===== config.mk =====
export PLATFORM = sky130hd
export DESIGN_NAME = adc_input_and_gain_config
export DESIGN_NICKNAME = d
export VERILOG_FILES = /design/src/pkg/adc_cfg_pkg.sv /design/src/verilog/adc_input_and_gain_config.sv /design/src/verilog/mod_tick_divider.sv /design/src/verilog/conv_delay_timer.sv
export SDC_FILE = /design/constraint.sdc
export NUM_CORES = 1
export LEC_CHECK = 0
export BUFFER_PORTS_ARGS = -buffer_cell sky130_fd_sc_hd__buf_4
export CAP_MARGIN = 20
export CORE_MARGIN = 8
export CORE_UTILIZATION = 30
export DETAILED_ROUTE_END_ITERATION = 10
export PLACE_DENSITY_LB_ADDON = 0.15
export SETUP_SLACK_MARGIN = 0.1
export SKIP_CTS_REPAIR_TIMING = 1
export SLEW_MARGIN = 20
export SYNTH_ARGS = -nofsm -noshare
export SYNTH_HDL_FRONTEND = slang
export SYNTH_SLANG_ARGS = --single-unit

===== constraint.sdc =====
create_clock -name sys_clk -period 5.9 [get_ports sys_clk]
set_input_delay 0.885 -clock sys_clk [delete_from_list [all_inputs] [get_ports sys_clk]]
set_output_delay 0.885 -clock sys_clk [all_outputs]
set_load 0.01 [all_outputs]

===== src/pkg/adc_cfg_pkg.sv =====
package adc_cfg_pkg;

  // ----------------------------------------------------------------
  // register map: printed indices, byte address is four times index
  // ----------------------------------------------------------------
  localparam logic [7:0]  IDX_INPUT_PAIR_SELECT = 8'h02;
  localparam logic [7:0]  IDX_AMP_GAIN_CONFIG   = 8'h03;
  localparam logic [7:0]  IDX_SETTLE_STATUS     = 8'h10;

  localparam logic [7:0]  RST_INPUT_PAIR_SELECT = 8'h01;
  localparam logic [7:0]  RST_AMP_GAIN_CONFIG   = 8'h00;

  // ----------------------------------------------------------------
  // field positions
  // ----------------------------------------------------------------
  localparam int POS_SEL_HI   = 7;
  localparam int POS_SEL_LO   = 4;
  localparam int NEG_SEL_HI   = 3;
  localparam int NEG_SEL_LO   = 0;
  localparam int DELAY_HI     = 7;
  localparam int DELAY_LO     = 5;
  localparam int AMP_PWR_HI   = 4;
  localparam int AMP_PWR_LO   = 3;
  localparam int GAIN_HI      = 2;
  localparam int GAIN_LO      = 0;

  // status word layout
  localparam int ST_BUSY      = 0;
  localparam int ST_BAD_SEL   = 8;
  localparam int ST_BAD_AMP   = 9;
  localparam int ST_CNT_LO    = 16;

  // ----------------------------------------------------------------
  // input and amplifier codes
  // ----------------------------------------------------------------
  localparam logic [3:0] SEL_LAST_ANALOG = 4'hb;
  localparam logic [3:0] SEL_FIRST_HIGH  = 4'h6;
  localparam logic [3:0] SEL_COMMON      = 4'hc;
  localparam logic [1:0] AMP_BYPASS      = 2'h0;
  localparam logic [1:0] AMP_ENABLED     = 2'h1;

  // ----------------------------------------------------------------
  // timing
  // ----------------------------------------------------------------
  localparam int SYS_PERIOD_NS   = 50;
  localparam int MOD_PERIOD_NS   = 3906;
  localparam int MOD_DIV_CYCLES  = MOD_PERIOD_NS / SYS_PERIOD_NS;
  localparam int DELAY_CNT_W     = 13;

  typedef enum logic [1:0] {
    SEQ_IDLE   = 2'b00,
    SEQ_SETTLE = 2'b01,
    SEQ_START  = 2'b10
  } seq_state_type;

  typedef struct packed {
    logic [3:0] pos;
    logic [3:0] neg;
  } mux_cfg_type;

  typedef struct packed {
    logic [1:0] power;
    logic [2:0] gain;
  } amp_cfg_type;

  function automatic logic [11:0] byte_addr(input logic [7:0] idx);
    byte_addr = {2'h0, idx, 2'h0};
  endfunction

  // settling wait in modulator periods for each delay code
  function automatic logic [DELAY_CNT_W-1:0] delay_ticks(input logic [2:0] code);
    case (code)
      3'h0:    delay_ticks = 13'h000e;
      3'h1:    delay_ticks = 13'h0019;
      3'h2:    delay_ticks = 13'h0040;
      3'h3:    delay_ticks = 13'h0100;
      3'h4:    delay_ticks = 13'h0400;
      3'h5:    delay_ticks = 13'h0800;
      3'h6:    delay_ticks = 13'h1000;
      default: delay_ticks = 13'h0001;
    endcase
  endfunction

endpackage


===== src/verilog/adc_input_and_gain_config.sv =====
// The APB interface to the registers was chosen for this implementation.
`timescale 1ns/10ps
`default_nettype none
module adc_input_and_gain_config
  import adc_cfg_pkg::*;
#(
  parameter int CHANNELS = 12,
  parameter int MOD_DIV  = MOD_DIV_CYCLES
) (
  // clock and reset
  input  wire logic                   sys_clk,
  input  wire logic                   reset,
  // apb slave
  input  wire logic                   psel,
  input  wire logic                   penable,
  input  wire logic                   pwrite,
  input  wire logic [11:0]            paddr,
  input  wire logic [31:0]            pwdata,
  input  wire logic [3:0]             pstrb,
  output logic [31:0]                 prdata,
  output logic                        pready,
  output logic                        pslverr,
  // analog front end controls
  output adc_cfg_pkg::mux_cfg_type    muxCfg,
  output adc_cfg_pkg::amp_cfg_type    ampCfg,
  output logic                        ampActive,
  output logic [7:0]                  ampGainFactor,
  output logic                        selInvalid,
  // conversion sequencer handshake
  output logic                        filterReset,
  output logic                        settleBusy,
  output logic                        convStart
);
  import adc_cfg_pkg::*;

  // ----------------------------------------------------------------
  // helpers
  // ----------------------------------------------------------------
  // a code is usable if it names a fitted input or the common input
  function automatic logic sel_ok(input logic [3:0] code);
    if (code == SEL_COMMON) begin
      sel_ok = 1'b1;
    end else if (code > SEL_LAST_ANALOG) begin
      sel_ok = 1'b0;
    end else if (CHANNELS < 12 && code >= SEL_FIRST_HIGH) begin
      sel_ok = 1'b0;
    end else begin
      sel_ok = 1'b1;
    end
  endfunction

  // ----------------------------------------------------------------
  // state
  // ----------------------------------------------------------------
  logic [7:0]              inputPairSel_ff;
  logic [7:0]              nxt_inputPairSel;
  logic [7:0]              ampGainCfg_ff;
  logic [7:0]              nxt_ampGainCfg;
  logic [31:0]             prdata_ff;
  logic [31:0]             nxt_prdata;
  logic                    pready_ff;
  logic                    nxt_pready;
  logic                    pslverr_ff;
  logic                    nxt_pslverr;

  mux_cfg_type             muxCfg_ff;
  mux_cfg_type             nxt_muxCfg;
  amp_cfg_type             ampCfg_ff;
  amp_cfg_type             nxt_ampCfg;
  logic                    ampActive_ff;
  logic                    nxt_ampActive;
  logic [7:0]              ampGainFactor_ff;
  logic [7:0]              nxt_ampGainFactor;
  logic                    selInvalid_ff;
  logic                    nxt_selInvalid;

  seq_state_type           seqState_ff;
  seq_state_type           nxt_seqState;
  logic                    filterReset_ff;
  logic                    nxt_filterReset;
  logic                    settleBusy_ff;
  logic                    nxt_settleBusy;
  logic                    convStart_ff;
  logic                    nxt_convStart;

  logic                    setupPhase;
  logic                    accessDone;
  logic                    hitInput;
  logic                    hitAmp;
  logic                    hitStatus;
  logic                    cfgWrite;
  logic                    timerLoad;
  logic                    modTick;
  logic                    delayDone;
  logic [DELAY_CNT_W-1:0]  delayRemaining;

  // ----------------------------------------------------------------
  // apb decode
  // ----------------------------------------------------------------
  assign setupPhase = psel && !penable;
  assign accessDone = psel && penable && pready_ff;
  assign hitInput   = (paddr == byte_addr(IDX_INPUT_PAIR_SELECT));
  assign hitAmp     = (paddr == byte_addr(IDX_AMP_GAIN_CONFIG));
  assign hitStatus  = (paddr == byte_addr(IDX_SETTLE_STATUS));

  // any write to either register with byte 0 strobed resets the filter
  assign cfgWrite   = accessDone && pwrite && pstrb[0] && (hitInput || hitAmp);
  assign timerLoad  = cfgWrite;

  // ----------------------------------------------------------------
  // bus answer: one wait-free access phase, data set up during setup
  // ----------------------------------------------------------------
  always_comb begin
    nxt_pready  = setupPhase;
    nxt_pslverr = 1'b0;
    nxt_prdata  = prdata_ff;
    if (setupPhase) begin
      nxt_prdata = 32'h0000_0000;
      if (hitInput) begin
        nxt_prdata[7:0] = inputPairSel_ff;
      end else if (hitAmp) begin
        nxt_prdata[7:0] = ampGainCfg_ff;
      end else if (hitStatus && !pwrite) begin
        nxt_prdata[ST_BUSY]    = settleBusy_ff;
        nxt_prdata[ST_BAD_SEL] = selInvalid_ff;
        nxt_prdata[ST_BAD_AMP] = ampCfg_ff.power[1];
        nxt_prdata[ST_CNT_LO +: DELAY_CNT_W] = delayRemaining;
      end else begin
        // unmapped address, or a write to the read-only status word
        nxt_pslverr = 1'b1;
      end
    end else if (accessDone) begin
      nxt_prdata = 32'h0000_0000;
    end
  end

  // ----------------------------------------------------------------
  // configuration registers
  // ----------------------------------------------------------------
  always_comb begin
    nxt_inputPairSel = inputPairSel_ff;
    nxt_ampGainCfg   = ampGainCfg_ff;
    if (accessDone && pwrite && pstrb[0]) begin
      // reserved codes are stored so software reads back what it wrote
      if (hitInput) begin
        nxt_inputPairSel = pwdata[7:0];
      end
      if (hitAmp) begin
        nxt_ampGainCfg = pwdata[7:0];
      end
    end
  end

  // ----------------------------------------------------------------
  // front end decode
  // ----------------------------------------------------------------
  always_comb begin
    nxt_muxCfg.pos     = inputPairSel_ff[POS_SEL_HI:POS_SEL_LO];
    nxt_muxCfg.neg     = inputPairSel_ff[NEG_SEL_HI:NEG_SEL_LO];
    nxt_ampCfg.power   = ampGainCfg_ff[AMP_PWR_HI:AMP_PWR_LO];
    nxt_ampCfg.gain    = ampGainCfg_ff[GAIN_HI:GAIN_LO];
    nxt_ampActive      = (nxt_ampCfg.power == AMP_ENABLED);
    // reserved power codes leave the amplifier off, as the safer state
    if (nxt_ampActive) begin
      nxt_ampGainFactor = 8'h01 << nxt_ampCfg.gain;
    end else begin
      // bypass forces unity gain whatever the gain code holds
      nxt_ampGainFactor = 8'h01;
    end
    nxt_selInvalid = !sel_ok(nxt_muxCfg.pos) || !sel_ok(nxt_muxCfg.neg);
  end

  // ----------------------------------------------------------------
  // settling sequencer
  // ----------------------------------------------------------------
  always_comb begin
    nxt_seqState    = seqState_ff;
    nxt_filterReset = cfgWrite;
    nxt_convStart   = 1'b0;
    case (seqState_ff)
      SEQ_IDLE: begin
        if (cfgWrite) begin
          nxt_seqState = SEQ_SETTLE;
        end
      end
      SEQ_SETTLE: begin
        // a fresh write restarts the wait through the timer reload
        if (delayDone && !cfgWrite) begin
          nxt_seqState  = SEQ_START;
          nxt_convStart = 1'b1;
        end
      end
      SEQ_START: begin
        if (cfgWrite) begin
          nxt_seqState = SEQ_SETTLE;
        end else begin
          nxt_seqState = SEQ_IDLE;
        end
      end
      default: begin
        nxt_seqState = SEQ_IDLE;
      end
    endcase
    nxt_settleBusy = (nxt_seqState == SEQ_SETTLE);
  end

  // ----------------------------------------------------------------
  // registers
  // ----------------------------------------------------------------
  always_ff @(posedge sys_clk or posedge reset) begin
    if (reset) begin
      inputPairSel_ff  <= RST_INPUT_PAIR_SELECT;
      ampGainCfg_ff    <= RST_AMP_GAIN_CONFIG;
      prdata_ff        <= 32'h0000_0000;
      pready_ff        <= 1'b0;
      pslverr_ff       <= 1'b0;
      muxCfg_ff        <= mux_cfg_type'(RST_INPUT_PAIR_SELECT);
      ampCfg_ff        <= amp_cfg_type'(5'h00);
      ampActive_ff     <= 1'b0;
      ampGainFactor_ff <= 8'h01;
      selInvalid_ff    <= 1'b0;
      seqState_ff      <= SEQ_IDLE;
      filterReset_ff   <= 1'b0;
      settleBusy_ff    <= 1'b0;
      convStart_ff     <= 1'b0;
    end else begin
      inputPairSel_ff  <= nxt_inputPairSel;
      ampGainCfg_ff    <= nxt_ampGainCfg;
      prdata_ff        <= nxt_prdata;
      pready_ff        <= nxt_pready;
      pslverr_ff       <= nxt_pslverr;
      muxCfg_ff        <= nxt_muxCfg;
      ampCfg_ff        <= nxt_ampCfg;
      ampActive_ff     <= nxt_ampActive;
      ampGainFactor_ff <= nxt_ampGainFactor;
      selInvalid_ff    <= nxt_selInvalid;
      seqState_ff      <= nxt_seqState;
      filterReset_ff   <= nxt_filterReset;
      settleBusy_ff    <= nxt_settleBusy;
      convStart_ff     <= nxt_convStart;
    end
  end

  // ----------------------------------------------------------------
  // modulator period source and delay counter
  // ----------------------------------------------------------------
  // divider only runs while settling so each wait starts on a whole period
  mod_tick_divider #(
    .DIV (MOD_DIV)
  ) u_mod_tick (
    .sys_clk (sys_clk),
    .reset   (reset),
    .run     (settleBusy_ff && !timerLoad),
    .tick    (modTick)
  );

  conv_delay_timer u_delay (
    .sys_clk   (sys_clk),
    .reset     (reset),
    .load      (timerLoad),
    .delayCode (nxt_ampGainCfg[DELAY_HI:DELAY_LO]),
    .tick      (modTick),
    .done      (delayDone),
    .remaining (delayRemaining)
  );

  // ----------------------------------------------------------------
  // outputs
  // ----------------------------------------------------------------
  assign prdata        = prdata_ff;
  assign pready        = pready_ff;
  assign pslverr       = pslverr_ff;
  assign muxCfg        = muxCfg_ff;
  assign ampCfg        = ampCfg_ff;
  assign ampActive     = ampActive_ff;
  assign ampGainFactor = ampGainFactor_ff;
  assign selInvalid    = selInvalid_ff;
  assign filterReset   = filterReset_ff;
  assign settleBusy    = settleBusy_ff;
  assign convStart     = convStart_ff;

endmodule
`default_nettype wire


===== src/verilog/mod_tick_divider.sv =====
`timescale 1ns/10ps
`default_nettype none
module mod_tick_divider #(
  parameter int DIV = adc_cfg_pkg::MOD_DIV_CYCLES
) (
  // clock and reset
  input  wire logic sys_clk,
  input  wire logic reset,
  // control
  input  wire logic run,
  output logic      tick
);
  import adc_cfg_pkg::*;

  localparam int W = $clog2(DIV + 1);
  localparam logic [W-1:0] LAST = W'(DIV - 1);

  logic [W-1:0] count_ff;
  logic [W-1:0] nxt_count;
  logic         tick_ff;
  logic         nxt_tick;

  always_comb begin
    nxt_count = count_ff;
    nxt_tick  = 1'b0;
    // restarting on each run keeps the first period whole
    if (!run) begin
      nxt_count = '0;
    end else if (count_ff == LAST) begin
      nxt_count = '0;
      nxt_tick  = 1'b1;
    end else begin
      nxt_count = count_ff + W'(1);
    end
  end

  always_ff @(posedge sys_clk or posedge reset) begin
    if (reset) begin
      count_ff <= '0;
      tick_ff  <= 1'b0;
    end else begin
      count_ff <= nxt_count;
      tick_ff  <= nxt_tick;
    end
  end

  assign tick = tick_ff;

endmodule
`default_nettype wire


===== src/verilog/conv_delay_timer.sv =====
`timescale 1ns/10ps
`default_nettype none
module conv_delay_timer
  import adc_cfg_pkg::*;
(
  // clock and reset
  input  wire logic                   sys_clk,
  input  wire logic                   reset,
  // control
  input  wire logic                   load,
  input  wire logic [2:0]             delayCode,
  input  wire logic                   tick,
  output logic                        done,
  output logic [DELAY_CNT_W-1:0]      remaining
);
  import adc_cfg_pkg::*;

  logic [DELAY_CNT_W-1:0] count_ff;
  logic [DELAY_CNT_W-1:0] nxt_count;
  logic                   done_ff;
  logic                   nxt_done;

  always_comb begin
    nxt_count = count_ff;
    nxt_done  = 1'b0;
    // a new load overrides a wait in progress
    if (load) begin
      nxt_count = delay_ticks(delayCode);
    end else if (tick && count_ff != '0) begin
      nxt_count = count_ff - DELAY_CNT_W'(1);
      nxt_done  = (count_ff == DELAY_CNT_W'(1));
    end
  end

  always_ff @(posedge sys_clk or posedge reset) begin
    if (reset) begin
      count_ff <= '0;
      done_ff  <= 1'b0;
    end else begin
      count_ff <= nxt_count;
      done_ff  <= nxt_done;
    end
  end

  assign done      = done_ff;
  assign remaining = count_ff;

endmodule
`default_nettype wire


## Word level (Yosys, flattened, before mapping)

Cells that the tools add are included.

| storage, ports and cells | value |
|---|---|
| bits in registers | 100 |
| bits of input ports | 53 |
| output and inout port bits | 60 |
| logic and storage cells | 105 |

| operators by class | value |
|---|---|
| add/subtract/negate cells | 2 |
| order comparisons | 2 |
| eq/ne operators | 17 |
| shifts and indexed selects | 1 |
| multiplexer cells | 38 |
| reduce and logical (&&, ||, !) cells | 24 |

Operators with widths:

| cell | number |
|---|---|
| one-hot mux 13 bit (7 select lines) | 1 |
| two-way mux 13 bit | 5 |
| two-way mux 32 bit | 2 |
| two-way mux 8 bit | 4 |
| == test 12 x 4 -> 1 bit, second input constant | 2 |
| two-way mux 7 bit | 3 |
| two-way mux 1 bit | 17 |
| == test 13 x 1 -> 1 bit, second input constant | 1 |
| nonzero test 13 bit | 1 |
| subtractor 13 x 1 -> 13 bit, second input constant | 1 |
| == test 12 x 7 -> 1 bit, second input constant | 1 |
| logical AND 1 bit | 10 |
| two-way mux 2 bit | 5 |
| == test 3 bit, second input constant | 3 |
| == test 4 bit, second input constant | 2 |
| greater-than comparator 4 bit, second input constant | 2 |
| left shift 1 x 3 -> 8 bit, first input constant | 1 |
| adder 7 x 1 -> 7 bit, second input constant | 1 |
| == test 7 bit, second input constant | 1 |
| == test 2 x 1 -> 1 bit, second input constant | 3 |
| == test 3 x 2 -> 1 bit, second input constant | 2 |
| one-hot mux 2 bit (3 select lines) | 1 |
| logical NOT 1 bit | 5 |
| AND reduction 2 bit | 2 |
| other kinds (6) | 8 |

## Depth between registers and ports, before layout

| logic depth | value |
|---|---|
| depth in word-level cells | 10 |
| depth in mapped cells | 8 |
| gate-level depth less buffers | 7 |

## Cells and area by module

A second synthesis with hierarchy kept.

| second synthesis, totals | value |
|---|---|
| cells, all modules | 322 |
| area, all modules | 3,931.3 um2 |

Modules (own cells, without submodules):

| module | times used | cells an instance | area each (um2) | seq. area each (um2) |
|---|---|---|---|---|
| adc_input_and_gain_config | 1 | 179 | 2,593.7 | 1,730.4 |
| conv_delay_timer | 1 | 108 | 980.9 | 350.3 |
| mod_tick_divider | 1 | 35 | 356.6 | 200.2 |

## Least setup slack after synthesis

OpenSTA, ideal clock, no wires.

| timing | value |
|---|---|
| path type | input to register |
| from | input paddr[9] |
| to | register inputPairSel_ff[1] |
| library setup time | 125 ps |
| arrival time | 2,451 ps |
| data required time | 5,775 ps |
| path slack | 3,324 ps |
| cell stages on the path | 6 |
| buffers on the path | 1 |
| cell sequence | nor4_1 > nand3_1 > or2_2 > buf_2 > nor2_2 > mux2_2 |

| on the way | value |
|---|---|
| cells in the longest elaborated chain, start to end | 2 |

RTL lines:

| item | line | source |
|---|---|---|
| start, declared | adc_input_and_gain_config.sv:17 | `input wire logic [11:0] paddr,` |
| == test 12 x 4 -> 1 bit | adc_input_and_gain_config.sv:102 | `assign hitInput = (paddr == byte_addr(IDX_INPUT_PAIR_SELECT));` |
| AND reduction 2 bit (no line) | - |  |
| end signal, assigned | adc_input_and_gain_config.sv:227 | `inputPairSel_ff <= nxt_inputPairSel;` |
| end, declared | adc_input_and_gain_config.sv:55 | `logic [7:0] inputPairSel_ff;` |

No other way between the ends.
A chain may end at the register's enable or synchronous reset.

## Final worst setup path

| timing | value |
|---|---|
| from | input paddr[9] |
| to | register u_delay.count_ff[4], in the netlist u_delay.remaining[4] |

| on the way | value |
|---|---|
| cells in the longest elaborated chain, start to end | 6 |
| elaborated cells on any way between the ends | 16 |
| those cells by class | eq/ne (8); mux (4); reduce/logical (4) |

RTL lines:

| item | line | source |
|---|---|---|
| == test 12 x 4 -> 1 bit | adc_input_and_gain_config.sv:103 | `assign hitAmp = (paddr == byte_addr(IDX_AMP_GAIN_CONFIG));` |
| two-way mux 8 bit | adc_input_and_gain_config.sv:148 | `if (hitAmp) begin` |
| two-way mux 8 bit | adc_input_and_gain_config.sv:143 | `if (accessDone && pwrite && pstrb[0]) begin` |
| == test 3 bit, or another cell as far along | adc_cfg_pkg.sv:72 | `case (code)` |
| one-hot mux 13 bit (7 select lines) | adc_cfg_pkg.sv:72 |  |
| two-way mux 13 bit | conv_delay_timer.sv:27 | `if (load) begin` |
| end signal, assigned | conv_delay_timer.sv:40 | `count_ff <= nxt_count;` |
| end, declared | conv_delay_timer.sv:18 | `logic [DELAY_CNT_W-1:0] count_ff;` |

Several ways; a longest one is shown, not always the timed one.

==> impl_metrics.csv <==
group,metric,value,unit
run_status,status,"finished, final reports clean",
synth,avgSynthCellArea,11.9,sq um
worst_setup_path,crit_arrival,3.16,ns
clocking,clock_latency,0.34,ns
routing,wl,9230,um
worst_setup_path,worstPathRequired,6.16,ns
clocking,cts.htree.levels,3,
routing,drtIter0Drc,184,
global_route,grtUsageMet3,3.49,%
timing,final_max_slew_viol_count,0,
global_route,grt_usage,11.6,%
job,maxCapViolCount,0,
timing,fin_hold_ws,0.390,ns
placed_design,post-place-cells,558,
die,dieArea,0.0167,sq mm
placed_design,dpl-instance-area,0.00455,sq mm
hold_path,hold_path.class,"register to register",
worst_setup_path,crit_slowest_cell,"inv_1",
placed_design,pre_cts_ws,2.63,ns
clocking,clock-sinks,91,
clocking,cts_tree,"done",
worst_setup_path,startpoint_type,"primary input",
global_route,top_usage_layer,"met2",
clocking,clk_root_buffer_cell,"clkbuf_16",
die,top_level_ports,113,
timing,rsz0062_at_grt,"false",
synth,yosysWarnings,0,
global_route,grt_start_max_net_pins,62,
clocking,cts_buffers,9,
power,cellLeakagePower,2.28,nW
worst_setup_path,cp_slowest_stage_delay,0.52,ns
worst_setup_path,crit_chain,"buf_4 -> nor4_1 -> nand3_1 -> or2_2 -> inv_1 -> o21ai_0 -> o22ai_1",
timing,setup_viol_count_final,0,
timing,max_slew.worst_pin.slew,0.900,ns
routing,wire_per_inst,16.1,um
power,powerDensity,257,mW/mm^2
power,swShare,22.5,%
timing,tns,0,ns
synth,ys_seq_area_share,59.4,%
finish,drive_above_1_share,31.6,%
die,start_util,30.6,%
global_route,grt_pass1_wl,15100,um
routing,vias,2687,
synth,ys_types,56,
die,row_count,41,
clocking,cts_max_path_buffers,2,
timing,fmax,344,MHz
power,switchingPower,281,uW
timing,finalCritPeriodShare,49.2,%
synth,async_reset_ff_share,100,%
finish,layout.nets,454,
power,p_int,971,uW
synth,ys.flop_type,"dfrtp_1",
finish,area_growth,26.8,%
global_route,grt_antenna_before_repair,0,
power,p_comb_share,3.8,%
finish,insertedDiodeCount,0,
synth,synth_cells,323,
timing,max_slew_margin,39.0,%
power,clockPowerShare,46.3,%
global_route,use_met1,15.5,%
worst_setup_path,path_buf_inv,2,
routing,first_pass_iters,4,
global_route,grt-ovfl-total,0,
finish,finalNonFillerCells,574,
routing,drc,0,
routing,vias_per_cell,4.68,
timing,hold_viol,0,
die,die_h,129,um
clocking,path_clk_slew,0.07,ns
global_route,met2_usage,17.2,%
timing,finClkSkew,0.00615,ns
global_route,first_global_vias,2786,
timing,worst_slack,3.00,ns
routing,antenna_left,0,
placed_design,place.gp.congestion,0.773,
timing,min_period,2.90,ns
finish,fin_area,0.00487,sq mm
worst_setup_path,critPathKind,"primary input to register",
synth,synth-seq-cells,91,
die,die_w,129,um
placed_design,hpwlAfterDp,6540,um
worst_setup_path,critPathMaxFanout,21,
placed_design,place.port_buffers,76,
synth,synth_area,0.00384,sq mm
finish,final_core_util,38.7,%
power,total_power,1.25,mW
power,irDropWorstVdd,0.115,mV
die,fp.coreArea,0.0126,sq mm
synth,synth_edf_count,0,
worst_setup_path,endpoint_kind,"register",
worst_setup_path,timing.critical_path.max_delay_family,"simple AND/OR/NAND/NOR gates",
power,p_seq_share,50.0,%
==> path summary, 6_finish.rpt <==
kind	cells past startpoint	endpoint	slack, ns	start
min in group asynchronous	2	prdata[9]$_DFFE_PP0P_	0.68	reset
hold / removal	0	muxCfg[0]$_DFF_PP1_	0.39	inputPairSel_ff[0]$_DFFE_PP1P_
setup / recovery	7	u_delay.remaining[4]$_DFFE_PP0P_	3.00	paddr[9]
max in group asynchronous	3	prdata[19]$_DFFE_PP0P_	4.31	reset
setup reg to reg	7	u_delay.remaining[2]$_DFFE_PP0P_	3.34	u_delay.remaining[0]$_DFFE_PP0P_
hold reg to reg	0	muxCfg[0]$_DFF_PP1_	0.39	inputPairSel_ff[0]$_DFFE_PP1P_
==> power by group through the flow <==
stage	Clock [mW]	Combinational (mW)	Sequential, mW
after floorplan	0	0.0279	0.637
after global placement	0	0.0468	0.637
after detailed placement	0	0.0478	0.637
after CTS	0.595	0.0479	0.625
after global routing	0.618	0.0538	0.625
final	0.579	0.0474	0.625
==> registers in the layout (all words and copies together), names as in the netlist <==
signal,count
ampGainFactor,8
ampCfg,5
muxCfg,8
ampGainCfg_ff,8
u_mod_tick.tick,1
seqState_ff,2
filterReset,1
u_delay.remaining,13
convStart,1
settleBusy,1
prdata,23
pslverr,1
u_delay.done,1
ampActive,1
inputPairSel_ff,8
selInvalid,1
pready,1
u_mod_tick.count_ff,7
==> layout make-up <==
class,instances,area [sq um]
inverter,19,73.8
multi-input combinational,199,1420
tap,172,215
fill,1241,7700
timing repair buffer,77,578
clock buffer,9,225
clock inverter,7,76.3
sequential,91,2280
==> cell families after synthesis <==
family,share of synthesized area (%)
AND/OR/NAND/NOR,13.7
flip-flops,59.4
multiplexers,5.18
buffers and inverters,5.05
adder cells (fa/ha/maj),1.30
AO/OA/AOI/OAI,11.9
XOR/XNOR,3.42
other,0.0976
==> layout by cell type, fill, tap and decap left out, types with 3 or more instances in the layout <==
master and n:
xnor2_1 13, clkinvlp_4 5, or3_1 3, dfstp_2 3, clkbuf_16 9, nand2_1 11, conb_1 9, nand4_1 3
nand2b_1 6, inv_1 17, a222oi_1 7, nor3_1 12, nor2b_1 3, a31oi_1 3, nand3_1 5, nor2_1 23
mux2_2 15, a21oi_1 7, o21ai_0 6, dfrtp_1 88, buf_4 77, nor3_2 3, nor4_1 7, ha_1 4
mux2i_1 3, or4_1 3, a22o_1 15
==> per-layer routing <==
layer / share of wire (%) / vias up / wire length [um]
met2: 45 / 64 / 4200
met4: 1.5 / 0 / 138
met3: 5.3 / 8 / 492
met1: 48 / 1320 / 4400
li1: - / 1295 / -
met5: 0 / - / 0
==> synthesized netlist by cell type (3+ instances only) <==
master | n | area (sq um)
a21oi_1 | 7 | 35.0
a222oi_1 | 7 | 70.1
a22o_1 | 15 | 131
a31oi_1 | 3 | 18.8
buf_2 | 5 | 25.0
buf_4 | 9 | 67.6
clkbuf_1 | 8 | 30.0
dfrtp_1 | 88 | 2200
dfstp_2 | 3 | 78.8
ha_1 | 4 | 50.1
inv_1 | 18 | 67.6
mux2_2 | 15 | 169
mux2i_1 | 3 | 30.0
nand2_1 | 11 | 41.3
nand2b_1 | 6 | 37.5
nand3_1 | 5 | 25.0
nand4_1 | 3 | 18.8
nor2_1 | 24 | 90.1
nor2b_1 | 3 | 18.8
nor3_1 | 14 | 70.1
nor4_1 | 7 | 43.8
o21ai_0 | 6 | 30.0
or3_1 | 3 | 18.8
or4_1 | 3 | 22.5
xnor2_1 | 13 | 114
No activity file was read; power rests on OpenSTA's default activity.
